## src/inc/pdcsm_pkg.sv

```systemverilog
/*
 * pdcsm_pkg: register map, field layout, reset values, codes and timing
 * counts of the clock select, PLL, DFLL and failure monitor control block.
 * Assumes a 32-bit APB with one register per aligned word.
 */
package pdcsm_pkg;
  // ********************
  // register indices; byte address is four times the index
  // ********************
  localparam logic [3:0] IDX_SYS_SEL = 4'h0;
  localparam logic [3:0] IDX_CLK_DIV = 4'h1;
  localparam logic [3:0] IDX_OSC_CTRL = 4'h2;
  localparam logic [3:0] IDX_PLL_CFG = 4'h3;
  localparam logic [3:0] IDX_DFLL_REF = 4'h4;
  localparam logic [3:0] IDX_DFLL_CTRL = 4'h5;
  localparam logic [3:0] IDX_CAL_2M = 4'h6;
  localparam logic [3:0] IDX_CAL_32M = 4'h7;
  localparam logic [3:0] IDX_COMP_32M = 4'h8;
  localparam logic [3:0] IDX_FAIL_MON = 4'h9;
  localparam logic [3:0] IDX_STATUS = 4'hA;
  localparam logic [3:0] IDX_PROTECT = 4'hB;
  // ********************
  // field positions
  // ********************
  localparam int PSC_A_LSB = 2;
  localparam int PLL_SRC_LSB = 8;
  localparam int DFLL_REF32_LSB = 2;
  localparam int FAIL_FLAG_LSB = 2;
  // ********************
  // codes and reset values
  // ********************
  localparam logic [2:0] SEL_RC2M = 3'h0;
  localparam logic [2:0] SEL_EXTERNAL_OSC_SOURCE = 3'h3;
  localparam logic [2:0] SEL_PLL = 3'h4;
  localparam logic [4:0] PSC_A_MAX = 5'h11;
  localparam logic [4:0] OSC_EN_RST = 5'h01;
  localparam int OSC_PLL_BIT = 4;
  localparam int OSC_EXTERNAL_OSC_SOURCE_BIT = 3;
  localparam logic [4:0] PLL_MULT_FACTOR_RST = 5'h01;
  localparam logic [7:0] CAL_RST = 8'h80;
  localparam logic [15:0] COMP_2M_RST = 16'h07A1;
  localparam logic [15:0] COMP_32M_RST = 16'h7A12;
  localparam logic [15:0] CAL_HALF_STEP = 16'h0008;
  localparam logic [4:0] DFLL_REF_DIV_M1 = 5'h1F;
  localparam logic [7:0] PROT_KEY = 8'hD8;
  localparam logic [2:0] PROT_WIN = 3'h4;
  localparam logic [1:0] SW_CYC_M1 = 2'h1;
  typedef enum logic [1:0] {
    SW_IDLE = 2'b00,
    SW_OLD = 2'b01,
    SW_NEW = 2'b10
  } pdcsm_sw_t;
endpackage

```

## src/core/pdcsm_top.sv

```systemverilog
/*
 * pdcsm_top: clock generation control. APB register slave, system clock
 * source switch, prescaler enables, PLL configuration guard, two DFLLs and
 * the PLL / external clock failure monitor.
 * Assumes all inputs are synchronous to CLK; oscillator and reference
 * activity arrive as one-cycle tick pulses, stability as levels.
 */
`timescale 1ns/1ps
`default_nettype none

module pdcsm_top (
  // clock and reset
  input wire logic CLK,
  input wire logic RST,
  // apb slave
  input wire logic PSEL,
  input wire logic PENABLE,
  input wire logic PWRITE,
  input wire logic [11:0] PADDR,
  input wire logic [31:0] PWDATA,
  output logic [31:0] PRDATA,
  output logic PREADY,
  output logic PSLVERR,
  // oscillator and reference status
  input wire logic [3:0] OSC_STABLE,
  input wire logic PLL_LOCK,
  input wire logic EXTERNAL_OSC_SOURCE_FAIL,
  input wire logic [3:0] REF_TICK,
  input wire logic [1:0] OSC_TICK,
  input wire logic SLEEP_OSC_STOP,
  // oscillator and pll control
  output logic [4:0] OSC_EN,
  output logic [4:0] PLL_FACTOR,
  output logic [1:0] PLL_SRC,
  output logic PLL_READY,
  output logic [7:0] CAL_2M,
  output logic [7:0] CAL_32M,
  // system clock and prescaler
  output logic [2:0] SYS_SEL,
  output logic SWITCH_BUSY,
  output logic PER4_EN,
  output logic PER2_EN,
  output logic CPU_EN,
  output logic NMI
);
  // ********************
  // decode helpers
  // ********************
  function automatic logic [4:0] src_bit(input logic [2:0] sel);
    src_bit = 5'h00;
    if (sel <= pdcsm_pkg::SEL_PLL) begin
      src_bit[sel] = 1'b1;
    end
  endfunction

  function automatic logic psc_a_ok(input logic [4:0] code);
    psc_a_ok = (code == 5'h00) || (code[0] && code <= pdcsm_pkg::PSC_A_MAX);
  endfunction

  logic [4:0] osc_en;
  logic [4:0] pll_mult_factor;
  logic [1:0] pll_src;
  logic pll_ready;
  logic pll_seen_lock;
  logic [3:0] dfll_ref;
  logic [1:0] dfll_en;
  logic [7:0] cal [2];
  logic [15:0] comp_32m;
  logic [1:0] fmon_en;
  logic [1:0] fail_flag;
  logic [2:0] prot_cnt;
  logic [2:0] sys_sel;
  logic [2:0] old_sel;
  logic [2:0] tgt_sel;
  pdcsm_pkg::pdcsm_sw_t sw_state;
  logic [1:0] sw_cnt;
  logic [6:0] psc_req;
  logic [6:0] psc_act;
  logic [8:0] cnt_a;
  logic [1:0] cnt_b;
  logic cnt_c;

  // ********************
  // apb access decode
  // ********************
  logic [3:0] idx;
  logic wr;
  logic prot_ok;
  logic pll_ref_ok;
  logic [4:0] keep_on;
  logic fail_x;
  logic fail_p;
  logic fail_sys;
  assign idx = PADDR[5:2];
  assign wr = PSEL && PENABLE && PREADY && PWRITE;
  assign prot_ok = prot_cnt != 3'h0;

  always_comb begin
    unique case (pll_src)
      2'h0: pll_ref_ok = OSC_STABLE[0];
      2'h1: pll_ref_ok = OSC_STABLE[1];
      default: pll_ref_ok = OSC_STABLE[3];
    endcase
  end

  // oscillators that must stay enabled
  always_comb begin
    keep_on = src_bit(sys_sel);
    if (sw_state != pdcsm_pkg::SW_IDLE) begin
      keep_on = keep_on | src_bit(old_sel) | src_bit(tgt_sel);
    end
    if (osc_en[pdcsm_pkg::OSC_PLL_BIT]) begin
      unique case (pll_src)
        2'h0: keep_on[0] = 1'b1;
        2'h1: keep_on[1] = 1'b1;
        default: keep_on[pdcsm_pkg::OSC_EXTERNAL_OSC_SOURCE_BIT] = 1'b1;
      endcase
    end
  end

  // failure detection, paused while the sources are stopped in sleep
  assign fail_x = fmon_en[0] && osc_en[pdcsm_pkg::OSC_EXTERNAL_OSC_SOURCE_BIT] && EXTERNAL_OSC_SOURCE_FAIL && !SLEEP_OSC_STOP;
  assign fail_p = fmon_en[1] && pll_seen_lock && !PLL_LOCK && !SLEEP_OSC_STOP;
  assign fail_sys = (fail_x && sys_sel == pdcsm_pkg::SEL_EXTERNAL_OSC_SOURCE) || (fail_p && sys_sel == pdcsm_pkg::SEL_PLL);

  // ********************
  // apb handshake: no wait state; ready and read data are registered from the setup cycle
  // ********************
  always_ff @(posedge CLK or posedge RST) begin
    if (RST) begin
      PREADY <= 1'b0;
      PSLVERR <= 1'b0;
      PRDATA <= 32'h0000_0000;
    end else begin
      PREADY <= PSEL && !PENABLE && !PREADY;
      PSLVERR <= PSEL && !PENABLE && !PREADY && idx > pdcsm_pkg::IDX_PROTECT;
      PRDATA <= 32'h0000_0000;
      if (PSEL && !PENABLE && !PWRITE) begin
        unique case (idx)
          pdcsm_pkg::IDX_SYS_SEL: PRDATA[2:0] <= sys_sel;
          pdcsm_pkg::IDX_CLK_DIV: PRDATA[6:0] <= psc_req;
          pdcsm_pkg::IDX_OSC_CTRL: PRDATA[4:0] <= osc_en;
          pdcsm_pkg::IDX_PLL_CFG: PRDATA[9:0] <= {pll_src, 3'h0, pll_mult_factor};
          pdcsm_pkg::IDX_DFLL_REF: PRDATA[3:0] <= dfll_ref;
          pdcsm_pkg::IDX_DFLL_CTRL: PRDATA[1:0] <= dfll_en;
          pdcsm_pkg::IDX_CAL_2M: PRDATA[7:0] <= cal[0];
          pdcsm_pkg::IDX_CAL_32M: PRDATA[7:0] <= cal[1];
          pdcsm_pkg::IDX_COMP_32M: PRDATA[15:0] <= comp_32m;
          pdcsm_pkg::IDX_FAIL_MON: PRDATA[3:0] <= {fail_flag, fmon_en};
          pdcsm_pkg::IDX_STATUS: PRDATA[7:0] <= {prot_ok, sw_state != pdcsm_pkg::SW_IDLE, pll_ready, 1'b0, OSC_STABLE};
          default: PRDATA <= 32'h0000_0000;
        endcase
      end
    end
  end

  // ********************
  // timed-write protection window
  // ********************
  always_ff @(posedge CLK or posedge RST) begin
    if (RST) begin
      prot_cnt <= 3'h0;
    end else if (wr && idx == pdcsm_pkg::IDX_PROTECT && PWDATA[7:0] == pdcsm_pkg::PROT_KEY) begin
      prot_cnt <= pdcsm_pkg::PROT_WIN;
    end else if (prot_ok) begin
      prot_cnt <= prot_cnt - 3'h1;
    end
  end

  // ********************
  // oscillator enables
  // ********************
  always_ff @(posedge CLK or posedge RST) begin
    if (RST) begin
      osc_en <= pdcsm_pkg::OSC_EN_RST;
    end else if (fail_sys) begin
      osc_en <= pdcsm_pkg::OSC_EN_RST;
    end else begin
      if (wr && idx == pdcsm_pkg::IDX_OSC_CTRL) begin
        osc_en <= PWDATA[4:0] | keep_on;
      end
      if (fail_x) begin
        osc_en[pdcsm_pkg::OSC_EXTERNAL_OSC_SOURCE_BIT] <= 1'b0;
      end
      if (fail_p) begin
        osc_en[pdcsm_pkg::OSC_PLL_BIT] <= 1'b0;
      end
    end
  end

  // ********************
  // pll configuration and readiness
  // ********************
  always_ff @(posedge CLK or posedge RST) begin
    if (RST) begin
      pll_mult_factor <= pdcsm_pkg::PLL_MULT_FACTOR_RST;
      pll_src <= 2'h0;
    end else if (wr && idx == pdcsm_pkg::IDX_PLL_CFG && !osc_en[pdcsm_pkg::OSC_PLL_BIT]) begin
      if (PWDATA[4:0] != 5'h00) begin
        pll_mult_factor <= PWDATA[4:0];
      end
      pll_src <= PWDATA[pdcsm_pkg::PLL_SRC_LSB +: 2];
    end
  end

  // loss of lock only counts once the loop had locked
  always_ff @(posedge CLK or posedge RST) begin
    if (RST) begin
      pll_ready <= 1'b0;
      pll_seen_lock <= 1'b0;
    end else begin
      pll_ready <= osc_en[pdcsm_pkg::OSC_PLL_BIT] && PLL_LOCK && pll_ref_ok;
      if (!osc_en[pdcsm_pkg::OSC_PLL_BIT] || fail_p) begin
        pll_seen_lock <= 1'b0;
      end else if (pll_ready) begin
        pll_seen_lock <= 1'b1;
      end
    end
  end

  // ********************
  // failure monitor enables and flags
  // ********************
  always_ff @(posedge CLK or posedge RST) begin
    if (RST) begin
      fmon_en <= 2'h0;
      fail_flag <= 2'h0;
      NMI <= 1'b0;
    end else begin
      NMI <= fail_sys;
      if (wr && idx == pdcsm_pkg::IDX_FAIL_MON && prot_ok) begin
        fmon_en <= fmon_en | PWDATA[1:0];
        fail_flag <= (fail_flag & ~PWDATA[pdcsm_pkg::FAIL_FLAG_LSB +: 2]) | {fail_p, fail_x};
      end else begin
        fail_flag <= fail_flag | {fail_p, fail_x};
      end
    end
  end

  // ********************
  // system clock source switch
  // ********************
  always_ff @(posedge CLK or posedge RST) begin
    if (RST) begin
      sys_sel <= pdcsm_pkg::SEL_RC2M;
      old_sel <= pdcsm_pkg::SEL_RC2M;
      tgt_sel <= pdcsm_pkg::SEL_RC2M;
      sw_state <= pdcsm_pkg::SW_IDLE;
      sw_cnt <= 2'h0;
      SWITCH_BUSY <= 1'b0;
    end else if (fail_sys) begin
      sys_sel <= pdcsm_pkg::SEL_RC2M;
      sw_state <= pdcsm_pkg::SW_IDLE;
      sw_cnt <= 2'h0;
      SWITCH_BUSY <= 1'b0;
    end else begin
      unique case (sw_state)
        pdcsm_pkg::SW_IDLE: begin
          if (wr && idx == pdcsm_pkg::IDX_SYS_SEL && prot_ok
              && PWDATA[2:0] <= pdcsm_pkg::SEL_PLL && PWDATA[2:0] != sys_sel
              && (PWDATA[2:0] == pdcsm_pkg::SEL_PLL ? pll_ready : OSC_STABLE[PWDATA[1:0]])) begin
            tgt_sel <= PWDATA[2:0];
            old_sel <= sys_sel;
            sw_cnt <= 2'h0;
            sw_state <= pdcsm_pkg::SW_OLD;
            SWITCH_BUSY <= 1'b1;
          end
        end
        pdcsm_pkg::SW_OLD: begin
          sw_cnt <= sw_cnt + 2'h1;
          if (sw_cnt == pdcsm_pkg::SW_CYC_M1) begin
            sys_sel <= tgt_sel;
            sw_cnt <= 2'h0;
            sw_state <= pdcsm_pkg::SW_NEW;
          end
        end
        pdcsm_pkg::SW_NEW: begin
          sw_cnt <= sw_cnt + 2'h1;
          if (sw_cnt == pdcsm_pkg::SW_CYC_M1) begin
            sw_cnt <= 2'h0;
            sw_state <= pdcsm_pkg::SW_IDLE;
            SWITCH_BUSY <= 1'b0;
          end
        end
        default: begin
          sw_state <= pdcsm_pkg::SW_IDLE;
          SWITCH_BUSY <= 1'b0;
        end
      endcase
    end
  end

  // ********************
  // prescalers
  // ********************
  logic [3:0] a_shift;
  logic [8:0] a_m1;
  logic [1:0] b_m1;
  logic a_hit;
  logic b_hit;
  logic c_hit;
  assign a_shift = (psc_act[6:2] == 5'h00) ? 4'h0 : 4'((psc_act[6:2] + 5'h01) >> 1);
  assign a_m1 = 9'((10'h001 << a_shift) - 10'h001);
  assign b_m1 = (psc_act[1:0] == 2'h2) ? 2'h3 : {1'b0, psc_act[1:0] == 2'h3};
  assign a_hit = cnt_a == a_m1;
  assign b_hit = a_hit && cnt_b == b_m1;
  assign c_hit = b_hit && cnt_c == psc_act[0];

  always_ff @(posedge CLK or posedge RST) begin
    if (RST) begin
      psc_req <= 7'h00;
    end else if (wr && idx == pdcsm_pkg::IDX_CLK_DIV && prot_ok
                 && psc_a_ok(PWDATA[pdcsm_pkg::PSC_A_LSB +: 5])) begin
      psc_req <= PWDATA[6:0];
    end
  end

  // counters restart together so derived enables stay in phase
  always_ff @(posedge CLK or posedge RST) begin
    if (RST) begin
      psc_act <= 7'h00;
      cnt_a <= 9'h000;
      cnt_b <= 2'h0;
      cnt_c <= 1'b0;
      PER4_EN <= 1'b0;
      PER2_EN <= 1'b0;
      CPU_EN <= 1'b0;
    end else begin
      PER4_EN <= a_hit;
      PER2_EN <= b_hit;
      CPU_EN <= c_hit;
      if (c_hit) begin
        psc_act <= psc_req;
        cnt_a <= 9'h000;
        cnt_b <= 2'h0;
        cnt_c <= 1'b0;
      end else if (b_hit) begin
        cnt_a <= 9'h000;
        cnt_b <= 2'h0;
        cnt_c <= ~cnt_c;
      end else if (a_hit) begin
        cnt_a <= 9'h000;
        cnt_b <= cnt_b + 2'h1;
      end else begin
        cnt_a <= cnt_a + 9'h001;
      end
    end
  end

  // ********************
  // dfll configuration
  // ********************
  always_ff @(posedge CLK or posedge RST) begin
    if (RST) begin
      dfll_ref <= 4'h0;
      dfll_en <= 2'h0;
      comp_32m <= pdcsm_pkg::COMP_32M_RST;
    end else if (wr) begin
      if (idx == pdcsm_pkg::IDX_DFLL_REF) begin
        dfll_ref <= PWDATA[3:0];
      end
      if (idx == pdcsm_pkg::IDX_DFLL_CTRL) begin
        dfll_en <= PWDATA[1:0];
      end
      if (idx == pdcsm_pkg::IDX_COMP_32M) begin
        comp_32m <= PWDATA[15:0];
      end
    end
  end

  // ********************
  // dfll loops: index 0 trims 2MHz, index 1 trims 32MHz
  // ********************
  genvar gi;
  generate
    for (gi = 0; gi < 2; gi = gi + 1) begin : g_dfll
      logic [4:0] ref_div;
      logic [15:0] osc_cnt;
      logic [15:0] comp;
      logic [1:0] rsel;
      logic run;
      logic tick;
      assign rsel = dfll_ref[2 * gi +: 2];
      assign comp = (gi == 0) ? pdcsm_pkg::COMP_2M_RST : comp_32m;
      assign run = dfll_en[gi] && !SLEEP_OSC_STOP;
      assign tick = REF_TICK[rsel] && ref_div == pdcsm_pkg::DFLL_REF_DIV_M1;

      always_ff @(posedge CLK or posedge RST) begin
        if (RST) begin
          ref_div <= 5'h00;
          osc_cnt <= 16'h0000;
        end else if (!dfll_en[gi]) begin
          ref_div <= 5'h00;
          osc_cnt <= 16'h0000;
        end else if (run) begin
          if (REF_TICK[rsel]) begin
            ref_div <= ref_div + 5'h01;
          end
          if (tick) begin
            osc_cnt <= {15'h0000, OSC_TICK[gi]};
          end else if (OSC_TICK[gi] && osc_cnt != 16'hFFFF) begin
            osc_cnt <= osc_cnt + 16'h0001;
          end
        end
      end

      // calibration holds through sleep; software owns it while disabled
      always_ff @(posedge CLK or posedge RST) begin
        if (RST) begin
          cal[gi] <= pdcsm_pkg::CAL_RST;
        end else if (!dfll_en[gi]) begin
          if (wr && idx == ((gi == 0) ? pdcsm_pkg::IDX_CAL_2M : pdcsm_pkg::IDX_CAL_32M)) begin
            cal[gi] <= PWDATA[7:0];
          end
        end else if (run && tick) begin
          // one spare bit so a large compare value cannot wrap the margin
          if ({1'b0, osc_cnt} > {1'b0, comp} + 17'(pdcsm_pkg::CAL_HALF_STEP) && cal[gi] != 8'h00) begin
            cal[gi] <= cal[gi] - 8'h01;
          end else if ({1'b0, osc_cnt} + 17'(pdcsm_pkg::CAL_HALF_STEP) < {1'b0, comp} && cal[gi] != 8'hFF) begin
            cal[gi] <= cal[gi] + 8'h01;
          end
        end
      end
    end
  endgenerate

  // ********************
  // outputs
  // ********************
  assign OSC_EN = osc_en;
  assign PLL_FACTOR = pll_mult_factor;
  assign PLL_SRC = pll_src;
  assign PLL_READY = pll_ready;
  assign CAL_2M = cal[0];
  assign CAL_32M = cal[1];
  assign SYS_SEL = sys_sel;
endmodule

`default_nettype wire

```

## config.mk

```make
export PLATFORM = sky130hd
export DESIGN_NAME = pdcsm_top
export DESIGN_NICKNAME = d
export VERILOG_FILES = /design/src/inc/pdcsm_pkg.sv /design/src/core/pdcsm_top.sv
export SDC_FILE = /design/constraint.sdc
export NUM_CORES = 1
export LEC_CHECK = 0
export BUFFER_PORTS_ARGS = -buffer_cell sky130_fd_sc_hd__clkbuf_2
export CORE_MARGIN = 3
export CORE_UTILIZATION = 32
export DETAILED_ROUTE_END_ITERATION = 8
export HOLD_SLACK_MARGIN = 0.08
export PLACE_DENSITY = 0.51
export SLEW_MARGIN = 20
export SYNTH_ARGS = -nofsm -noshare
export SYNTH_HDL_FRONTEND = slang
export SYNTH_SLANG_ARGS = --single-unit
```

## constraint.sdc

```tcl
create_clock -name CLK -period 9.2 [get_ports CLK]
set_input_delay 0.92 -clock CLK [delete_from_list [all_inputs] [get_ports CLK]]
set_output_delay 0.92 -clock CLK [all_outputs]
set_load 0.005 [all_outputs]
```

==> results of run 1 <==
## kinds of logic (layout without fill, tap and decap cells)
logic type	after synthesis	count (layout)
AO/OA/AOI/OAI	235	235
XOR/XNOR	84	84
adder cells (fa/ha/maj)	63	63
buffers and inverters	113	186
flip-flops	163	163
multiplexers	53	53
other	1	16
AND/OR/NAND/NOR	395	395
## routing by layer
metal	GRT usage, %	vias up
li1	-	4088
met3	2.83	35
met4	5.46	0
met1	24.9	4063
met2	27.6	166
met5	0	-
## cell type report
cell class	count	area (sq um)	share of cell area, %
timing repair buffer	100	524	4.48
clock buffer	18	429	3.67
tap	402	503	4.30
multi-input combinational	846	5760	49.3
sequential	163	4090	35.0
clock inverter	14	175	1.50
inverter	54	208	1.78
## report_power, final
part	internal [W]	leakage [nW]	switching [W]
logic	0.000242	2.92	0.000314
clock network	0.000431	0.288	0.000322
registers	0.000796	2.13	0.000121
total	0.00147	5.34	0.000757
## metrics by stage
stage / cell area, sq um / util [%] / setup WS (ns)
final: 11700 / 37.0 / 4.35
after global routing: 11700 / 37.0 / 3.86
after CTS: 11700 / 36.9 / 4.31
after detailed placement: 11100 / 35.0 / 4.33
after global placement: 11100 / 35.0 / 4.38
after floorplan: 10300 / - / 3.89
## path summary, 6_finish.rpt
kind,from,to,slack [ns],depth (start not counted)
worst max-delay path,comp_32m[5],CAL_32M[7],4.35,18
worst min-delay path,PLL_FACTOR[0],PLL_FACTOR[0],0.48,2
worst max register to register,comp_32m[5],CAL_32M[7],4.35,18
worst min register to register,PLL_FACTOR[0],PLL_FACTOR[0],0.48,2
max in group asynchronous,RST,g_dfll[1].osc_cnt[13],7.39,3
min in group asynchronous,RST,g_dfll[0].osc_cnt[0],0.62,2
## critical path: stages (launching register included)
cell       delay (ns)
dfrtp_1          0.47
and4_1           0.25
and2_1           0.18
nand3_1          0.17
nor3_1           0.21
xnor2_1          0.17
ha_1             0.28
and3_1           0.21
nand2_1          0.05
o311ai_0         0.11
a21oi_1          0.77
ha_1             0.38
a21o_1           0.18
a21oi_1          0.22
o21ai_0          0.16
o41ai_1          0.44
xor2_1           0.14
a21boi_0         0.21
a2bb2oi_1        0.17
## sequential cells by signal, summed over array words and instances, names as in the netlist, 3 cells and up
name / flops
dfll_ref: 4
tgt_sel: 3
cnt_a: 9
prot_cnt: 3
PLL_FACTOR: 5
CAL_32M: 8
g_dfll.ref_div: 10
g_dfll.osc_cnt: 32
SYS_SEL: 3
psc_req: 7
PRDATA: 16
comp_32m: 16
CAL_2M: 8
OSC_EN: 5
old_sel: 3
psc_act: 7
## layout by cell type, fill, tap and decap left out, types with 12 or more instances in the layout
cell type  count
a21o_1        14
o21ai_0       61
mux2i_1       22
nand2b_1      14
a22oi_1       20
dfrtp_1      152
xor2_1        29
nor2_1       100
clkbuf_16     17
nor2b_1       14
ha_1          61
inv_1         52
nand3_1       31
conb_1        16
a21oi_1       49
nand4_1       20
nand2_1       97
clkbuf_2      92
nor3_1        34
nor4_1        12
mux2_2        21
xnor2_1       54
and3_1        13
==> flow_summary.ini, run 1 <==
[hold_path]
hold_path_class = reg -> reg

[cts]
clk_latency_ns = 0.43
cts_made_buffers = 17
cts_resized = 0
cts_max_level = 4
cts_root_buf = clkbuf_16
clkTransAtPathRegs_ns = 0.07
clock-sinks = 163
post_cts_buffers = 0
clk_path_buf_depth = 2
hold_buffers = 0
cts_tree = done

[die]
dieArea_sq_um = 34300
num_rows = 65
die_h_um = 185
placeableCoreArea_sq_um = 31600
die-width_um = 185
start_util_pct = 32.5
io-pin-count = 133

[logic_synthesis]
yosysMostFrequentCell = dfrtp_1
synth_edf_count = 0
synthArstFlopShare_pct = 100
ys_seq_area_share_pct = 39.8
synth-simple-area-share_pct = 19.3
synth_top_family_by_area = simple AND/OR/NAND/NOR gates
netlist_instances = 1107
ys_types = 79
syn_avg_cell_area_sq_um = 9.30
ys.flop_type = dfrtp_1
ys_seq_elements = 163
yosys-top-cells-count = dfrtp_1, nor2_1, nand2_1
synth-compound-area-share_pct = 15.0
yosys_warnings = 0
synth_area_sq_um = 10300
synth_mux_area_share_pct = 5.97
synth-adder-area-share_pct = 7.81
synth_top_cell_by_area = dfrtp_1
synth_top_cells_by_area = dfrtp_1, ha_1, xnor2_1
yosys.area.top_type_share_pct = 37.0
synth_xor_area_share_pct = 7.22

[power_and_ir_drop]
p_leak_nw = 5.34
ir_worst_vdd_v = 0.000122
power_density_nw_per_um2 = 190
total_power_w = 0.00223

[place]
place_inst = 1565
dp_hpwl_mm = 21.8
place_congestion = 0.858
io_buffers = 92

[global_routing]
grt_pass1_wl_mm = 46.8
grt_overflow = 0
track_usage_pct = 17.6
grt_max_degree = 84
first_global_vias = 8128
antenna_found_initial = 0

[sta]
worst_pin_slew_ns = 1.00
slew_violations = 0
finalSetupTns_ns = 0
grt_setup_unrepaired = no
fmax_ghz = 0.206
finalSetupViolCount = 0
period_needed_ns = 4.85
finClkSkew_ns = 0.0119
holdWs_ns = 0.481
period_share_pct = 52.7
slew_headroom_pct = 32.6
finalHoldViolations = 0

[finish]
fin_cells = 1597
fillerInstances = 3215
area_delta_synth_final_pct = 13.6
antenna_cells = 0
drive_gt1_share_pct = 15.8
num-nets-final = 1307

[critical_path]
cp.arrival_ns = 5.21
path_max_fanout = 9
required_ns = 9.56
critPathLaunchType = register
critPathKind = reg -> reg
crit_path_end_kind = register

[detailed_routing]
wl_met1_mm = 14.2
ant_nets = 0
routed_via_density = 5.23
dr.pass1.iters = 5
drt-initial-drc-count = 460
wl_met3_mm = 1.05
highest_layer = met4
vias = 8352
drc = 0
avgRoutedWirePerCell_um = 18.4
wl_mm = 29.5
wl_met2_mm = 13.5

[outcome]
outcome = complete, no violations

[flow_run]
cap_violations = 0
Note: power is estimated with default switching activity, not from simulation.
==> run 2: changes to the inputs <==
--- a/config.mk
+++ b/config.mk
@@ -10,7 +10,7 @@
 export CORE_UTILIZATION = 32
 export DETAILED_ROUTE_END_ITERATION = 8
 export HOLD_SLACK_MARGIN = 0.08
-export PLACE_DENSITY = 0.51
+export PLACE_DENSITY = 0.53
 export SLEW_MARGIN = 20
 export SYNTH_ARGS = -nofsm -noshare
 export SYNTH_HDL_FRONTEND = slang
==> constraint.sdc (replaced) <==
create_clock -name CLK -period 4 [get_ports CLK]
set_input_delay 0.4 -clock CLK [delete_from_list [all_inputs] [get_ports CLK]]
set_output_delay 0.4 -clock CLK [all_outputs]
set_load 0.005 [all_outputs]
==> run 2 against run 1 <==
Register-to-register slack got worse by 4.1 ns; count of clock-buffer cells in the layout down 1; via count increased by 2.9%; sequential cell count is the same; routed wire length up 1.3%; fmax increased by 28%.
==> flow_summary.ini, run 2 (same netlist as run 1, synthesis figures left out) <==
[outcome]
outcome = complete, no violations

[sta]
worst_pin_slew_ns = 1.06
period_needed_ns = 3.78
slew_headroom_pct = 28.9
finalHoldViolations = 0
finalSetupViolCount = 0
finalWorstSetupSlack_ns = 0.219
slew_violations = 0
period_share_pct = 94.5
fmax_ghz = 0.264
finalSetupTns_ns = 0
finClkSkew_ns = 0.00964

[finish]
drive_gt1_share_pct = 20.1
fillerInstances = 3186
final_cell_mix = dfrtp_1, nor2_1, nand2_1, clkbuf_2, o21ai_0
regMostFlops = g_dfll.osc_cnt
num-nets-final = 1340
multi_input_area_sq_um = 5900
fin_util_pct = 38.1
mostFrequentLayoutCell = dfrtp_1
area_delta_synth_final_pct = 17.2
seqCellArea_sq_um = 4090
largest_reg_flops = 32
largestRegisters = g_dfll.osc_cnt x32, PRDATA x16, comp_32m x16

[detailed_routing]
drc = 0
dr.pass1.iters = 5
routed_via_density = 5.27
avgRoutedWirePerCell_um = 18.3
wl_mm = 29.8
drt-initial-drc-count = 622
highest_layer = met5
wl_met3_mm = 1.27
wl_met2_mm = 13.8
wl_met1_mm = 14.1
vias = 8597
ant_nets = 0

[die]
die-width_um = 185
num_rows = 65
dieArea_sq_um = 34300
start_util_pct = 32.5
placeableCoreArea_sq_um = 31600
die_h_um = 185
io-pin-count = 133

[hold_path]
min_path_cells = 3
worst_hold_path.endpoint = comp_32m[12]
hold_path_class = in -> reg
hp-start = PWDATA[12]

[critical_path]
r2r_slack_ns = 0.22
path_max_fanout = 5
critPathLaunchType = register
r2r_start = comp_32m[4]
required_ns = 4.37
critPathMaxStageDelay_ns = 0.55
crit_path_end_kind = register
critPathKind = reg -> reg
cp.arrival_ns = 4.15
worstPathCellList = buf_4 -> buf_4 -> nand3_1 -> xnor2_1 -> ha_1 -> a21oi_1 -> nor2_1 -> a2111oi_1 -> a21o_1 -> a21oi_4 -> buf_6 -> buf_4 -> ha_1 -> buf_4 -> a21oi_2 -> o21bai_1 -> a21oi_2 -> xnor2_1 -> mux2i_1 -> a21oi_1
slowest_stage = dfstp_2
worst_path_most_repeated_cell = buf_4
crit-reg2reg-capture = CAL_32M[6]
reg2reg_depth = 20

[cts]
clkTransAtPathRegs_ns = 0.07
clk_path_buf_depth = 2
hold_buffers = 0
cts_tree = done
cts_made_buffers = 17
cts_root_buf = clkbuf_16
clock-sinks = 163
cts_max_level = 4
clk_latency_ns = 0.44

[power_and_ir_drop]
power_density_nw_per_um2 = 428
p_leak_nw = 5.51
ir_worst_vdd_v = 0.000331

[place]
dp_hpwl_mm = 22.0
pre_cts_slack_ns = -0.108
io_buffers = 92
place_congestion = 0.874

[global_routing]
antenna_found_initial = 1
grt_overflow = 0
grt_pass1_wl_mm = 47.1
track_usage_pct = 17.7
first_global_vias = 8423
grt_max_degree = 164

[flow_run]
cap_violations = 0
## run 2: routing by layer
layer / vias to the layer above / track usage [%]
met5: - / 0
met4: 2 / 5.19
met3: 41 / 3.36
met2: 198 / 28.1
met1: 4189 / 24.6
li1: 4167 / -
## run 2: cell type report
| class | instances | area share (%) |
|---|---|---|
| Timing Repair Buffer | 133 | 6.53 |
| Sequential cell | 163 | 33.9 |
| Antenna cell | 1 | 0.0207 |
| Tap cell | 402 | 4.17 |
| Multi-Input combinational cell | 846 | 48.9 |
| Clock buffer | 17 | 3.53 |
| Inverter | 54 | 1.71 |
| Clock inverter | 15 | 1.22 |
## run 2: worst max-delay path, delay by kind of cell, from the launching register on
family	cells	cell delay, ns
flip-flops	1	0.55
AO/OA/AOI/OAI	8	1.41
AND/OR/NAND/NOR	2	0.16
XOR/XNOR	2	0.26
buffers and inverters	5	0.68
adder cells (fa/ha/maj)	2	0.57
multiplexers	1	0.08
## run 2: power breakdown
part | internal [W] | switching [W]
sequential | 0.00183 | 0.000289
combinational | 0.000650 | 0.000763
clock | 0.000873 | 0.000759
## run 2: metrics by stage
step	instances	power, W	instance area [sq um]	hold WS (ns)
detailed placement	1596	0.00350	11300	0.459
floorplan	1122	0.00298	10400	0.442
global route	1630	0.00549	12100	0.170
finish	1631	0.00516	12100	0.158
global placement	1596	0.00347	11300	0.459
CTS	1629	0.00517	11900	0.139
## run 2: how the worst max path moves through the flow
stage	from	endpoint	slack, ns	cells after the start
after floorplan	comp_32m[11]	CAL_32M[7]	0.07	18
after global placement	comp_32m[4]	CAL_32M[7]	0.005	19
after detailed placement	comp_32m[4]	CAL_32M[7]	-0.11	19
after CTS	comp_32m[4]	CAL_32M[7]	-0.01	19
after global routing	comp_32m[4]	CAL_32M[6]	-0.06	21
final	comp_32m[4]	CAL_32M[6]	0.22	20
## run 2: what timing repair did
item | CTS | global route
endpoints found under the setup margin | 2 | 5
gates cloned | 0 | 0
buffers inserted | 1 | 2
pin swaps | 4 | 18
endpoints found under the hold margin | 0 | 0
gates resized for setup | 7 | 27
